===== config.mk =====
export PLATFORM = sky130hd
export DESIGN_NAME = dsl_sequencer
export DESIGN_NICKNAME = d
export VERILOG_FILES = /design/src/hdl/dsl_pkg.sv /design/src/hdl/dsl_sequencer.sv /design/src/hdl/dsl_step_rom.sv
export SDC_FILE = /design/constraint.sdc
export NUM_CORES = 1
export LEC_CHECK = 0
export ABC_CLOCK_PERIOD_IN_PS = 2860
export BUFFER_PORTS_ARGS = -buffer_cell sky130_fd_sc_hd__buf_2
export CAP_MARGIN = 20
export CORE_MARGIN = 2
export CORE_UTILIZATION = 58
export CTS_BUF_LIST = sky130_fd_sc_hd__clkbuf_8
export CTS_CLUSTER_SIZE = 24
export DETAILED_ROUTE_END_ITERATION = 6
export PLACE_DENSITY = 0.9
export SYNTH_ARGS = -nofsm -noshare
export SYNTH_HDL_FRONTEND = slang
export SYNTH_SLANG_ARGS = --single-unit
export TNS_END_PERCENT = 1

===== constraint.sdc =====
create_clock -name ref_clk -period 2.86 [get_ports ref_clk]
set_clock_uncertainty 0.1 [all_clocks]
set_input_delay 0.143 -clock ref_clk [delete_from_list [all_inputs] [get_ports ref_clk]]
set_output_delay 0.143 -clock ref_clk [all_outputs]
set_load 0.01 [all_outputs]

===== src/hdl/dsl_pkg.sv =====
// Purpose: shared types and constants of the converter start-up sequencer
// Assumes: 40 MHz ref_clk, 12-bit device register addresses, 8-bit device data
// Notes: apb offsets are byte addresses of 32-bit words
package dsl_pkg;
    // step operations held in the sequence memory
    typedef enum logic [2:0] {
        OP_WR = 3'h0,      // write a data byte
        OP_RD_ONE = 3'h1,  // read, bit 0 must be one
        OP_RD_OK7 = 3'h2,  // read, bit 7 must be zero
        OP_PAUSE = 3'h3,   // timed pause
        OP_END = 3'h4      // sequence finished
    } dsl_op_t;
    // where the write data of a step comes from
    typedef enum logic [2:0] {
        SRC_CONST = 3'h0,
        SRC_DIV = 3'h1,
        SRC_SRCH_A = 3'h2,
        SRC_SRCH_B = 3'h3,
        SRC_MODE = 3'h4,
        SRC_INTERP = 3'h5,
        SRC_SYSREF = 3'h6,
        SRC_SYNC = 3'h7
    } dsl_src_t;
    // one entry of the sequence memory
    typedef struct packed {
        dsl_op_t op;
        dsl_src_t src;
        logic [11:0] addr;
        logic [7:0] data;
    } dsl_step_t;
    // request toward the device register port
    typedef struct packed {
        logic we;
        logic [11:0] addr;
        logic [7:0] wdata;
    } dsl_dev_cmd_t;
    // device register addresses
    localparam logic [11:0] REG_CAL_SETTING_A = 12'h050;
    localparam logic [11:0] REG_CAL_SETTING_B = 12'h051;
    localparam logic [11:0] REG_CAL_CONTROL_A = 12'h061;
    localparam logic [11:0] REG_CAL_CONTROL_B = 12'h081;
    localparam logic [11:0] REG_SYSREF_CONFIG = 12'h084;
    localparam logic [11:0] REG_PLL_OUTPUT_DIVIDER = 12'h094;
    localparam logic [11:0] REG_DELAY_LINE_POWER = 12'h0c0;
    localparam logic [11:0] REG_DELAY_LOOP_SEARCH = 12'h0c1;
    localparam logic [11:0] REG_DELAY_LOOP_LOCK_STATUS = 12'h0c3;
    localparam logic [11:0] REG_DELAY_LOOP_STATUS_ENABLE = 12'h0c7;
    localparam logic [11:0] REG_DELAY_LOOP_UPDATE = 12'h0db;
    localparam logic [11:0] REG_DATAPATH_CLOCK_POWER = 12'h100;
    localparam logic [11:0] REG_LINK_MODE_SELECT = 12'h110;
    localparam logic [11:0] REG_INTERPOLATION_SELECT = 12'h111;
    localparam logic [11:0] REG_SYNC_ERROR_CONFIG = 12'h312;
    localparam logic [11:0] REG_VCO_RESET_CONTROL = 12'h792;
    localparam logic [11:0] REG_PLL_LOCK_STATUS = 12'h7b5;
    // constant data bytes
    localparam logic [7:0] VAL_ZERO = 8'h00;
    localparam logic [7:0] VAL_ONE = 8'h01;
    localparam logic [7:0] VAL_VCO_RESET = 8'h02;
    localparam logic [7:0] VAL_CAL_A = 8'h2a;
    localparam logic [7:0] VAL_CAL_CTRL_A = 8'h68;
    localparam logic [7:0] VAL_CAL_B1 = 8'h82;
    localparam logic [7:0] VAL_CAL_B2 = 8'h83;
    localparam logic [7:0] VAL_CAL_CTRL_B = 8'h03;
    localparam logic [7:0] VAL_SRCH_A_SLOW = 8'h48;
    localparam logic [7:0] VAL_SRCH_A_FAST = 8'h68;
    localparam logic [7:0] VAL_SRCH_B_SLOW = 8'h49;
    localparam logic [7:0] VAL_SRCH_B_FAST = 8'h69;
    // readback bit positions
    localparam int LOCK_BIT = 0;
    localparam int INVALID_BIT = 7;
    // sequence memory layout
    localparam logic [4:0] STEP_PLL_FIRST = 5'h00;
    localparam logic [4:0] STEP_DLL_FIRST = 5'h05;
    // pause timing
    localparam int PAUSE_MS = 100;
    localparam int CLK_HZ = 40000000;
    localparam int PAUSE_CYC = PAUSE_MS * (CLK_HZ / 1000);
    // apb register offsets
    localparam logic [11:0] APB_CTRL = 12'h000;
    localparam logic [11:0] APB_CFG = 12'h004;
    localparam logic [11:0] APB_STATUS = 12'h008;
    // control word fields
    localparam int CTRL_START = 0;
    localparam int CTRL_BYPASS = 1;
    localparam int CTRL_FAST = 2;
    localparam int CTRL_DIV2 = 4;
    localparam int CTRL_DIV3 = 5;
    localparam int CTRL_DC = 6;
    localparam int CTRL_SRPD = 7;
    localparam int CTRL_SUB1 = 8;
    localparam logic [8:0] CTRL_RESET = 9'h000;
    localparam logic [19:0] CFG_RESET = 20'h00000;
    // error codes
    localparam logic [2:0] ERR_NONE = 3'h0;
    localparam logic [2:0] ERR_DIV = 3'h1;
    localparam logic [2:0] ERR_PLL = 3'h2;
    localparam logic [2:0] ERR_DLL = 3'h3;
    localparam logic [2:0] ERR_MODE = 3'h4;
endpackage


===== src/hdl/dsl_sequencer.sv =====
// Purpose: host that runs the converter clock and link start-up sequence
// Assumes: device register port is a req/ack handshake on ref_clk
// Notes: software starts and watches the run through three apb words
//
// Chosen here: the APB interface to the registers.
`timescale 1ns/1ps
module dsl_sequencer
    import dsl_pkg::*;
#(
    parameter int unsigned PAUSE_CYCLES = PAUSE_CYC
)
(
    input wire logic ref_clk,
    input wire logic srst,
    input wire logic psel,
    input wire logic penable,
    input wire logic pwrite,
    input wire logic [11:0] paddr,
    input wire logic [31:0] pwdata,
    output logic [31:0] prdata,
    output logic pready,
    output logic pslverr,
    output dsl_dev_cmd_t dev_cmd,
    output logic dev_req,
    input wire logic dev_ack,
    input wire logic [7:0] dev_rdata
);
    // sequencer states, gray along fetch-exec-wait
    typedef enum logic [2:0] {
        ST_IDLE = 3'b000,
        ST_FETCH = 3'b001,
        ST_EXEC = 3'b011,
        ST_WAIT = 3'b010,
        ST_PAUSE = 3'b110
    } dsl_state_t;

    dsl_state_t state_q; // sequencer state
    logic [4:0] idx_q; // current step index
    dsl_step_t step_q; // step fetched from memory
    logic [31:0] pause_cnt_q; // cycles spent in pause
    logic [8:0] ctrl_q; // control fields, start bit unused
    logic [19:0] cfg_q; // link mode, interpolation, sync duration
    logic done_q; // sticky run finished
    logic err_q; // sticky run failed
    logic [2:0] err_code_q; // cause of failure
    logic pready_q; // apb access answer
    logic pslverr_q; // apb unmapped access
    logic [31:0] prdata_q; // apb read data
    dsl_dev_cmd_t cmd_q; // device request fields
    logic req_q; // device request pending
    logic busy; // sequence running
    logic apb_wr; // apb write takes effect
    logic start; // accepted start order
    logic [7:0] step_data; // resolved write byte

    // output wiring, all from flops
    assign prdata = prdata_q;
    assign pready = pready_q;
    assign pslverr = pslverr_q;
    assign dev_cmd = cmd_q;
    assign dev_req = req_q;

    // common strobes
    assign busy = (state_q != ST_IDLE);
    assign apb_wr = psel && penable && pwrite && pready_q;
    assign start = apb_wr && (paddr == APB_CTRL) && pwdata[CTRL_START] && !busy;

    // address decode used by the error answer only
    function automatic logic apb_mapped(input logic [11:0] a);
        apb_mapped = (a == APB_CTRL) || (a == APB_CFG) || (a == APB_STATUS);
    endfunction

    // write byte of a step from its source and the software settings
    always_comb begin
        case (step_q.src)
            SRC_DIV: step_data = {6'h00, ctrl_q[CTRL_DIV3], ctrl_q[CTRL_DIV2]};
            SRC_SRCH_A: step_data = ctrl_q[CTRL_FAST] ? VAL_SRCH_A_FAST : VAL_SRCH_A_SLOW;
            SRC_SRCH_B: step_data = ctrl_q[CTRL_FAST] ? VAL_SRCH_B_FAST : VAL_SRCH_B_SLOW;
            SRC_MODE: step_data = {2'b00, cfg_q[5:0]};
            SRC_INTERP: step_data = cfg_q[15:8];
            // powerdown forced low under subclass 1
            SRC_SYSREF: step_data = {1'b0, ctrl_q[CTRL_DC], 5'h00,
                                     ctrl_q[CTRL_SRPD] & ~ctrl_q[CTRL_SUB1]};
            SRC_SYNC: step_data = {cfg_q[19:16], 4'h0};
            default: step_data = step_q.data;
        endcase
    end

    // apb answer: ready in the first access cycle, zero wait
    always_ff @(posedge ref_clk) begin
        if (srst) begin
            pready_q <= 1'b0;
            pslverr_q <= 1'b0;
        end else begin
            pready_q <= psel && !penable && !pready_q;
            pslverr_q <= psel && !penable && !apb_mapped(paddr);
        end
    end

    // apb read data, captured in the setup cycle
    always_ff @(posedge ref_clk) begin
        if (srst) begin
            prdata_q <= 32'h00000000;
        end else if (psel && !penable) begin
            case (paddr)
                APB_CTRL: prdata_q <= {23'h000000, ctrl_q};
                APB_CFG: prdata_q <= {12'h000, cfg_q};
                // busy 0, done 1, error 2, code 6:4, step index 12:8
                APB_STATUS: prdata_q <= {19'h00000, idx_q, 1'b0, err_code_q, 1'b0, err_q, done_q, busy};
                default: prdata_q <= 32'h00000000;
            endcase
        end
    end

    // settings, frozen while a run is going
    always_ff @(posedge ref_clk) begin
        if (srst) begin
            ctrl_q <= CTRL_RESET;
            cfg_q <= CFG_RESET;
        end else if (apb_wr && !busy) begin
            if (paddr == APB_CTRL) begin
                ctrl_q <= {pwdata[8:1], 1'b0};
            end
            if (paddr == APB_CFG) begin
                cfg_q <= pwdata[19:0];
            end
        end
    end

    // sequence memory
    dsl_step_rom u_rom (
        .ref_clk(ref_clk),
        .idx(idx_q),
        .step_q(step_q)
    );

    // step walker
    always_ff @(posedge ref_clk) begin
        if (srst) begin
            state_q <= ST_IDLE;
            idx_q <= 5'h00;
        end else begin
            case (state_q)
                ST_IDLE: begin
                    // both divider bits set never runs
                    if (start && !(pwdata[CTRL_DIV2] && pwdata[CTRL_DIV3])) begin
                        idx_q <= pwdata[CTRL_BYPASS] ? STEP_DLL_FIRST : STEP_PLL_FIRST;
                        state_q <= ST_FETCH;
                    end
                end
                ST_FETCH: begin
                    state_q <= ST_EXEC;
                end
                ST_EXEC: begin
                    case (step_q.op)
                        OP_WR, OP_RD_ONE, OP_RD_OK7: state_q <= ST_WAIT;
                        OP_PAUSE: state_q <= ST_PAUSE;
                        default: state_q <= ST_IDLE;
                    endcase
                end
                ST_WAIT: begin
                    // next step only after the device answers
                    if (dev_ack) begin
                        if ((step_q.op == OP_RD_ONE && !dev_rdata[LOCK_BIT]) ||
                            (step_q.op == OP_RD_OK7 && dev_rdata[INVALID_BIT])) begin
                            state_q <= ST_IDLE;
                        end else begin
                            idx_q <= idx_q + 5'h01;
                            state_q <= ST_FETCH;
                        end
                    end
                end
                ST_PAUSE: begin
                    if (pause_cnt_q == PAUSE_CYCLES - 1) begin
                        idx_q <= idx_q + 5'h01;
                        state_q <= ST_FETCH;
                    end
                end
                default: state_q <= ST_IDLE;
            endcase
        end
    end

    // pause counter on ref_clk
    always_ff @(posedge ref_clk) begin
        if (srst) begin
            pause_cnt_q <= 32'h00000000;
        end else if (state_q == ST_PAUSE) begin
            pause_cnt_q <= pause_cnt_q + 32'h00000001;
        end else begin
            pause_cnt_q <= 32'h00000000;
        end
    end

    // device request, held until acknowledged
    always_ff @(posedge ref_clk) begin
        if (srst) begin
            req_q <= 1'b0;
            cmd_q <= '0;
        end else if (state_q == ST_EXEC && (step_q.op == OP_WR || step_q.op == OP_RD_ONE ||
                                            step_q.op == OP_RD_OK7)) begin
            req_q <= 1'b1;
            cmd_q <= '{(step_q.op == OP_WR), step_q.addr, (step_q.op == OP_WR) ? step_data : 8'h00};
        end else if (dev_ack) begin
            req_q <= 1'b0;
        end
    end

    // sticky run flags, cleared by the next accepted start, which sets the error when both divider bits are set
    always_ff @(posedge ref_clk) begin
        if (srst) begin
            done_q <= 1'b0;
            err_q <= 1'b0;
            err_code_q <= ERR_NONE;
        end else if (start) begin
            done_q <= 1'b0;
            err_q <= pwdata[CTRL_DIV2] && pwdata[CTRL_DIV3];
            err_code_q <= (pwdata[CTRL_DIV2] && pwdata[CTRL_DIV3]) ? ERR_DIV : ERR_NONE;
        end else if (state_q == ST_EXEC && step_q.op == OP_END) begin
            done_q <= 1'b1;
        end else if (state_q == ST_WAIT && dev_ack) begin
            if (step_q.op == OP_RD_ONE && !dev_rdata[LOCK_BIT]) begin
                err_q <= 1'b1;
                err_code_q <= (step_q.addr == REG_PLL_LOCK_STATUS) ? ERR_PLL : ERR_DLL;
            end else if (step_q.op == OP_RD_OK7 && dev_rdata[INVALID_BIT]) begin
                err_q <= 1'b1;
                err_code_q <= ERR_MODE;
            end
        end
    end

    // helper: cycles from the last vco write answer to the next request
    logic [31:0] gap_q;
    logic vco_last_q;
    logic req_d1_q;
    always_ff @(posedge ref_clk) begin
        if (srst) begin
            gap_q <= 32'h00000000;
            vco_last_q <= 1'b0;
            req_d1_q <= 1'b0;
        end else begin
            req_d1_q <= req_q;
            if (dev_ack && req_q) begin
                gap_q <= 32'h00000000;
                vco_last_q <= (cmd_q.addr == REG_VCO_RESET_CONTROL) && cmd_q.we;
            end else if (!req_q) begin
                gap_q <= gap_q + 32'h00000001;
            end
        end
    end

    // divider write keeps the upper six bits clear
    property p_div_upper;
        @(posedge ref_clk) disable iff (srst)
        (req_q && cmd_q.we && cmd_q.addr == REG_PLL_OUTPUT_DIVIDER) |-> (cmd_q.wdata[7:2] == 6'h00);
    endproperty
    a_div_upper: assert property (p_div_upper) else $error("divider upper bits not zero");

    // divider write never sets both select bits
    property p_div_both;
        @(posedge ref_clk) disable iff (srst)
        (req_q && cmd_q.we && cmd_q.addr == REG_PLL_OUTPUT_DIVIDER) |-> !(&cmd_q.wdata[1:0]);
    endproperty
    a_div_both: assert property (p_div_both) else $error("divider bits both set");

    // request after the vco release waits the full pause
    property p_pause_len;
        @(posedge ref_clk) disable iff (srst)
        ($rose(req_q) && vco_last_q && cmd_q.addr == REG_PLL_LOCK_STATUS) |-> (gap_q >= PAUSE_CYCLES);
    endproperty
    a_pause_len: assert property (p_pause_len) else $error("pause after vco reset too short");

    // failed lock readback stops the run within two cycles
    property p_lock_fail;
        @(posedge ref_clk) disable iff (srst)
        (state_q == ST_WAIT && dev_ack && step_q.op == OP_RD_ONE && !dev_rdata[LOCK_BIT])
        |=> (state_q == ST_IDLE && err_q) ##1 !req_q;
    endproperty
    a_lock_fail: assert property (p_lock_fail) else $error("lock failure not stopping run");

    // search bytes match the clock speed setting
    property p_search;
        @(posedge ref_clk) disable iff (srst)
        (req_q && cmd_q.we && cmd_q.addr == REG_DELAY_LOOP_SEARCH) |->
        (ctrl_q[CTRL_FAST] ? (cmd_q.wdata == VAL_SRCH_A_FAST || cmd_q.wdata == VAL_SRCH_B_FAST)
                           : (cmd_q.wdata == VAL_SRCH_A_SLOW || cmd_q.wdata == VAL_SRCH_B_SLOW));
    endproperty
    a_search: assert property (p_search) else $error("wrong search byte");

    // sysref powerdown stays clear under subclass 1
    property p_sysref_receiver_powerdown;
        @(posedge ref_clk) disable iff (srst)
        (req_q && cmd_q.we && cmd_q.addr == REG_SYSREF_CONFIG && ctrl_q[CTRL_SUB1]) |-> !cmd_q.wdata[0];
    endproperty
    a_sysref_receiver_powerdown: assert property (p_sysref_receiver_powerdown) else $error("sysref powered down under subclass 1");

    // sync duration lands in the upper nibble
    property p_sync;
        @(posedge ref_clk) disable iff (srst)
        (req_q && cmd_q.we && cmd_q.addr == REG_SYNC_ERROR_CONFIG) |-> (cmd_q.wdata == {cfg_q[19:16], 4'h0});
    endproperty
    a_sync: assert property (p_sync) else $error("sync duration misplaced");

    // bypass never touches the vco reset register
    property p_bypass;
        @(posedge ref_clk) disable iff (srst)
        (req_q && ctrl_q[CTRL_BYPASS]) |-> (cmd_q.addr != REG_VCO_RESET_CONTROL && cmd_q.addr != REG_PLL_OUTPUT_DIVIDER);
    endproperty
    a_bypass: assert property (p_bypass) else $error("pll step issued in bypass");

    // request fields hold until answered
    property p_hold;
        @(posedge ref_clk) disable iff (srst)
        (req_q && !dev_ack) |=> (req_q && $stable(cmd_q));
    endproperty
    a_hold: assert property (p_hold) else $error("request changed before answer");

    // main scenarios
    c_done: cover property (@(posedge ref_clk) disable iff (srst) $rose(done_q));
    c_err: cover property (@(posedge ref_clk) disable iff (srst) $rose(err_q));
    c_pause: cover property (@(posedge ref_clk) disable iff (srst) state_q == ST_PAUSE);
    c_bypass_done: cover property (@(posedge ref_clk) disable iff (srst) $rose(done_q) && ctrl_q[CTRL_BYPASS]);
endmodule


===== src/hdl/dsl_step_rom.sv =====
// Purpose: fixed start-up sequence, one step per index, registered read
// Assumes: index stable for one cycle before its step is used
// Notes: steps 0 to 4 belong to the pll and are skipped in bypass
`timescale 1ns/1ps
module dsl_step_rom
    import dsl_pkg::*;
(
    input wire logic ref_clk,
    input wire logic [4:0] idx,
    output dsl_step_t step_q
);
    // sequence content
    function automatic dsl_step_t rom_entry(input logic [4:0] i);
        case (i)
            5'h00: rom_entry = '{OP_WR, SRC_DIV, REG_PLL_OUTPUT_DIVIDER, VAL_ZERO};
            5'h01: rom_entry = '{OP_WR, SRC_CONST, REG_VCO_RESET_CONTROL, VAL_VCO_RESET};
            5'h02: rom_entry = '{OP_WR, SRC_CONST, REG_VCO_RESET_CONTROL, VAL_ZERO};
            5'h03: rom_entry = '{OP_PAUSE, SRC_CONST, 12'h000, VAL_ZERO};
            5'h04: rom_entry = '{OP_RD_ONE, SRC_CONST, REG_PLL_LOCK_STATUS, VAL_ZERO};
            5'h05: rom_entry = '{OP_WR, SRC_CONST, REG_DELAY_LINE_POWER, VAL_ZERO};
            5'h06: rom_entry = '{OP_WR, SRC_CONST, REG_DELAY_LOOP_UPDATE, VAL_ZERO};
            5'h07: rom_entry = '{OP_WR, SRC_CONST, REG_DELAY_LOOP_UPDATE, VAL_ONE};
            5'h08: rom_entry = '{OP_WR, SRC_CONST, REG_DELAY_LOOP_UPDATE, VAL_ZERO};
            5'h09: rom_entry = '{OP_WR, SRC_SRCH_A, REG_DELAY_LOOP_SEARCH, VAL_ZERO};
            5'h0a: rom_entry = '{OP_WR, SRC_SRCH_B, REG_DELAY_LOOP_SEARCH, VAL_ZERO};
            5'h0b: rom_entry = '{OP_WR, SRC_CONST, REG_DELAY_LOOP_STATUS_ENABLE, VAL_ONE};
            5'h0c: rom_entry = '{OP_RD_ONE, SRC_CONST, REG_DELAY_LOOP_LOCK_STATUS, VAL_ZERO};
            5'h0d: rom_entry = '{OP_WR, SRC_CONST, REG_CAL_SETTING_A, VAL_CAL_A};
            5'h0e: rom_entry = '{OP_WR, SRC_CONST, REG_CAL_CONTROL_A, VAL_CAL_CTRL_A};
            5'h0f: rom_entry = '{OP_WR, SRC_CONST, REG_CAL_SETTING_B, VAL_CAL_B1};
            5'h10: rom_entry = '{OP_WR, SRC_CONST, REG_CAL_SETTING_B, VAL_CAL_B2};
            5'h11: rom_entry = '{OP_WR, SRC_CONST, REG_CAL_CONTROL_B, VAL_CAL_CTRL_B};
            5'h12: rom_entry = '{OP_WR, SRC_CONST, REG_DATAPATH_CLOCK_POWER, VAL_ZERO};
            5'h13: rom_entry = '{OP_WR, SRC_MODE, REG_LINK_MODE_SELECT, VAL_ZERO};
            5'h14: rom_entry = '{OP_WR, SRC_INTERP, REG_INTERPOLATION_SELECT, VAL_ZERO};
            5'h15: rom_entry = '{OP_RD_OK7, SRC_CONST, REG_LINK_MODE_SELECT, VAL_ZERO};
            5'h16: rom_entry = '{OP_WR, SRC_SYSREF, REG_SYSREF_CONFIG, VAL_ZERO};
            5'h17: rom_entry = '{OP_WR, SRC_SYNC, REG_SYNC_ERROR_CONFIG, VAL_ZERO};
            default: rom_entry = '{OP_END, SRC_CONST, 12'h000, VAL_ZERO};
        endcase
    endfunction

    // registered read port
    always_ff @(posedge ref_clk) begin
        step_q <= rom_entry(idx);
    end
endmodule


==> flow_summary.toml <==
[status]
status = "finished clean"

[timing]
max_freq_ghz = 0.396
drv_slew = 0
finalSetupViolCount = 0
period_share = 0.883
hold_violations = 0
min_period_ps = 2520
max-slew-margin-rel = 0.298
worst_slew_pin_slew_ps = 1050
rsz0062_at_grt = "false"
fin_tns_setup_ps = 0

[finish]
layout-drive-gt1-share = 0.171
diodes = 0
layout.nets = 892
multiInputGateArea_mm2 = 0.00318
final_cell_count_no_fill = 973
final_common_cell = "dfxtp_1"
fill_cells = 753
synthToLayoutAreaGrowth_pct = 16.5
seq_area_mm2 = 0.00276
layout_common_cells = "dfxtp_1, nand2_1, buf_2"

[worst_setup_path]
critical_path_class = "flop to flop"
r2r_slack_ps = 340
critPathRequiredTime_ps = 3070
setup.worst_path.start = "pause_cnt_q[0]"
r2r-start = "pause_cnt_q[0]"
worstPathMaxFanout = 8
worstReg2RegEnd = "idx_q[4]"
worstRegToRegCells = 6
end_kind = "flop"
worst_setup_path_start_kind = "flop"
worstSetupEndpoint = "idx_q[4]"
critPathArrivalTime_ps = 2730

[power_and_ir_drop]
vdd_ir_drop_max_uv = 307
p_leak_nw = 2.81
power.density_mw_per_mm2 = 508

[grt]
grt-busiest-layer = "met2"
antenna_found_initial = 0
gr-usage-met1 = 0.366
grt_use_met3 = 0.0874
grt_start_max_net_pins = 39
met2_usage = 0.490
grt_usage = 0.298
grt_overflow = 0
grt_pass1_vias = 5426
grt_pass1_wl_mm = 27.2

[place]
dp_cells = 920
dpl.hpwl_mm = 10.2
place_congestion = 0.941
io_buffers = 82

[yosys]
synthDistinctLibCells = 66
synth_ff_type = "dfxtp_1"
synth_edf_count = 0
synthArstFlopShare = 0
ys_seq_elements = 138
synth_cells = 743
yosysWarnings = 0
netlist_area_mm2 = 0.00627
syn-mean-instance-area_um2 = 8.44
ys_seq_area_frac = 0.441

[clock_tree]
cts_hold_buf = 22
clock-sinks = 138
clock_latency_ps = 450
clockRootBuffer = "clkbuf_8"
ctsLongestPathBuffers = 2
htree_levels = 4
cts_buffers = 17
post_cts_resized = 0
clkTransAtPathRegs_ps = 100
cts_tree = "done"
post_cts_buffers = 0

[hold_path]
worstHoldStart = "penable"
hold_path_class = "primary input to flop"

[floorplanning]
core_area_mm2 = 0.0104
die_area_mm2 = 0.0117
start_util = 0.602
rows = 37
io_pins = 114
die_h_um = 108
die_x_um = 108

[drt]
drtIter0Drc = 766
ant_nets = 0
totalWireLength_mm = 17.0
via_count = 5911
routedWlPerCell_um = 17.5
drc = 0
first_pass_iters = 7
vias_per_cell = 6.08

[job]
drv_cap = 0
==> layer usage <==
layer / vias up / part of all wire
met5: - / 0
met4: 0 / 0.050
met3: 110 / 0.099
met2: 380 / 0.47
met1: 2704 / 0.38
li1: 2717 / -
==> cells in the mapped netlist, drive strengths merged (14+ instances only) <==
library cell	number	area [µm²]
clkbuf	42	158
xnor2	20	175
inv	17	63.8
a22oi	15	113
nand3	32	160
nor3	21	110
mux2i	26	260
dfxtp	138	2760
nand2	105	394
o21ai	21	105
nor2	77	289
a21oi	65	325
buf	23	154
nor4	14	136
==> cell type report <==
| type | count | area share |
|---|---|---|
| clock buffers | 17 | 0.0320 |
| well taps | 136 | 0.0233 |
| multi-input cells | 535 | 0.435 |
| inverters | 17 | 0.00874 |
| repair buffers | 116 | 0.0987 |
| flip-flops and latches | 138 | 0.378 |
| clock inverters | 14 | 0.0240 |
==> cells by family (layout without fill, tap and decap cells) <==
group / after synthesis / after routing / share of synthesized area
compound gates: 138 / 138 / 0.136
xor+xnor: 30 / 30 / 0.0419
fa+ha+maj: 9 / 9 / 0.0180
buf+inv: 82 / 164 / 0.0599
flops: 138 / 138 / 0.441
mux: 33 / 33 / 0.0595
other cells: 1 / 13 / 0.000598
simple gates: 312 / 312 / 0.244
==> metrics by stage <==
stage               hold slack [ps]  utilization  setup slack, ps  power (mW)  cell area, µm²
floorplan                       179            -              775        2.03            6310
global placement                287        0.641              586        2.06            6670
detailed placement              296        0.641              525        2.06            6670
CTS                            30.7        0.701              485        3.69            7300
global route                   56.0        0.701              254        3.80            7300
finish                         43.2        0.701              335        3.71            7300
==> worst min path at each step <==
stage / endpoint / slack [ps] / cells past startpoint
global placement: cfg_q[15] / 290 / 3
global route: prdata[3] / 60 / 4
CTS: prdata[3] / 30 / 4
finish: prdata[3] / 40 / 4
floorplan: cfg_q[7] / 180 / 2
detailed placement: cfg_q[13] / 300 / 3
==> power breakdown <==
group | internal, mW | leakage, nW | switching, mW
Clock | 0.864 | 0.204 | 0.805
Combinational | 0.0502 | 1.49 | 0.0682
Sequential | 1.92 | 1.11 | 0.000569
==> critical path: stages (launching register included) <==
cell and delay, ps:
dfxtp_1 370, ha_1 220, and3_1 270, nand3_1 140, or4_1 750, a211oi_1 440, o21bai_1 120
==> flip-flops by register name, indices dropped and copies added (netlist names) <==
name,cells
pause_cnt_q,32
u_rom.step_q,22
cfg_q,20
dev_cmd,20
prdata,20
ctrl_q,8
idx_q,5
err_code_q,3
state_q,3
dev_req,1
done_q,1
err_q,1
pready,1
pslverr,1
Note: power is estimated with default switching activity, not from simulation.
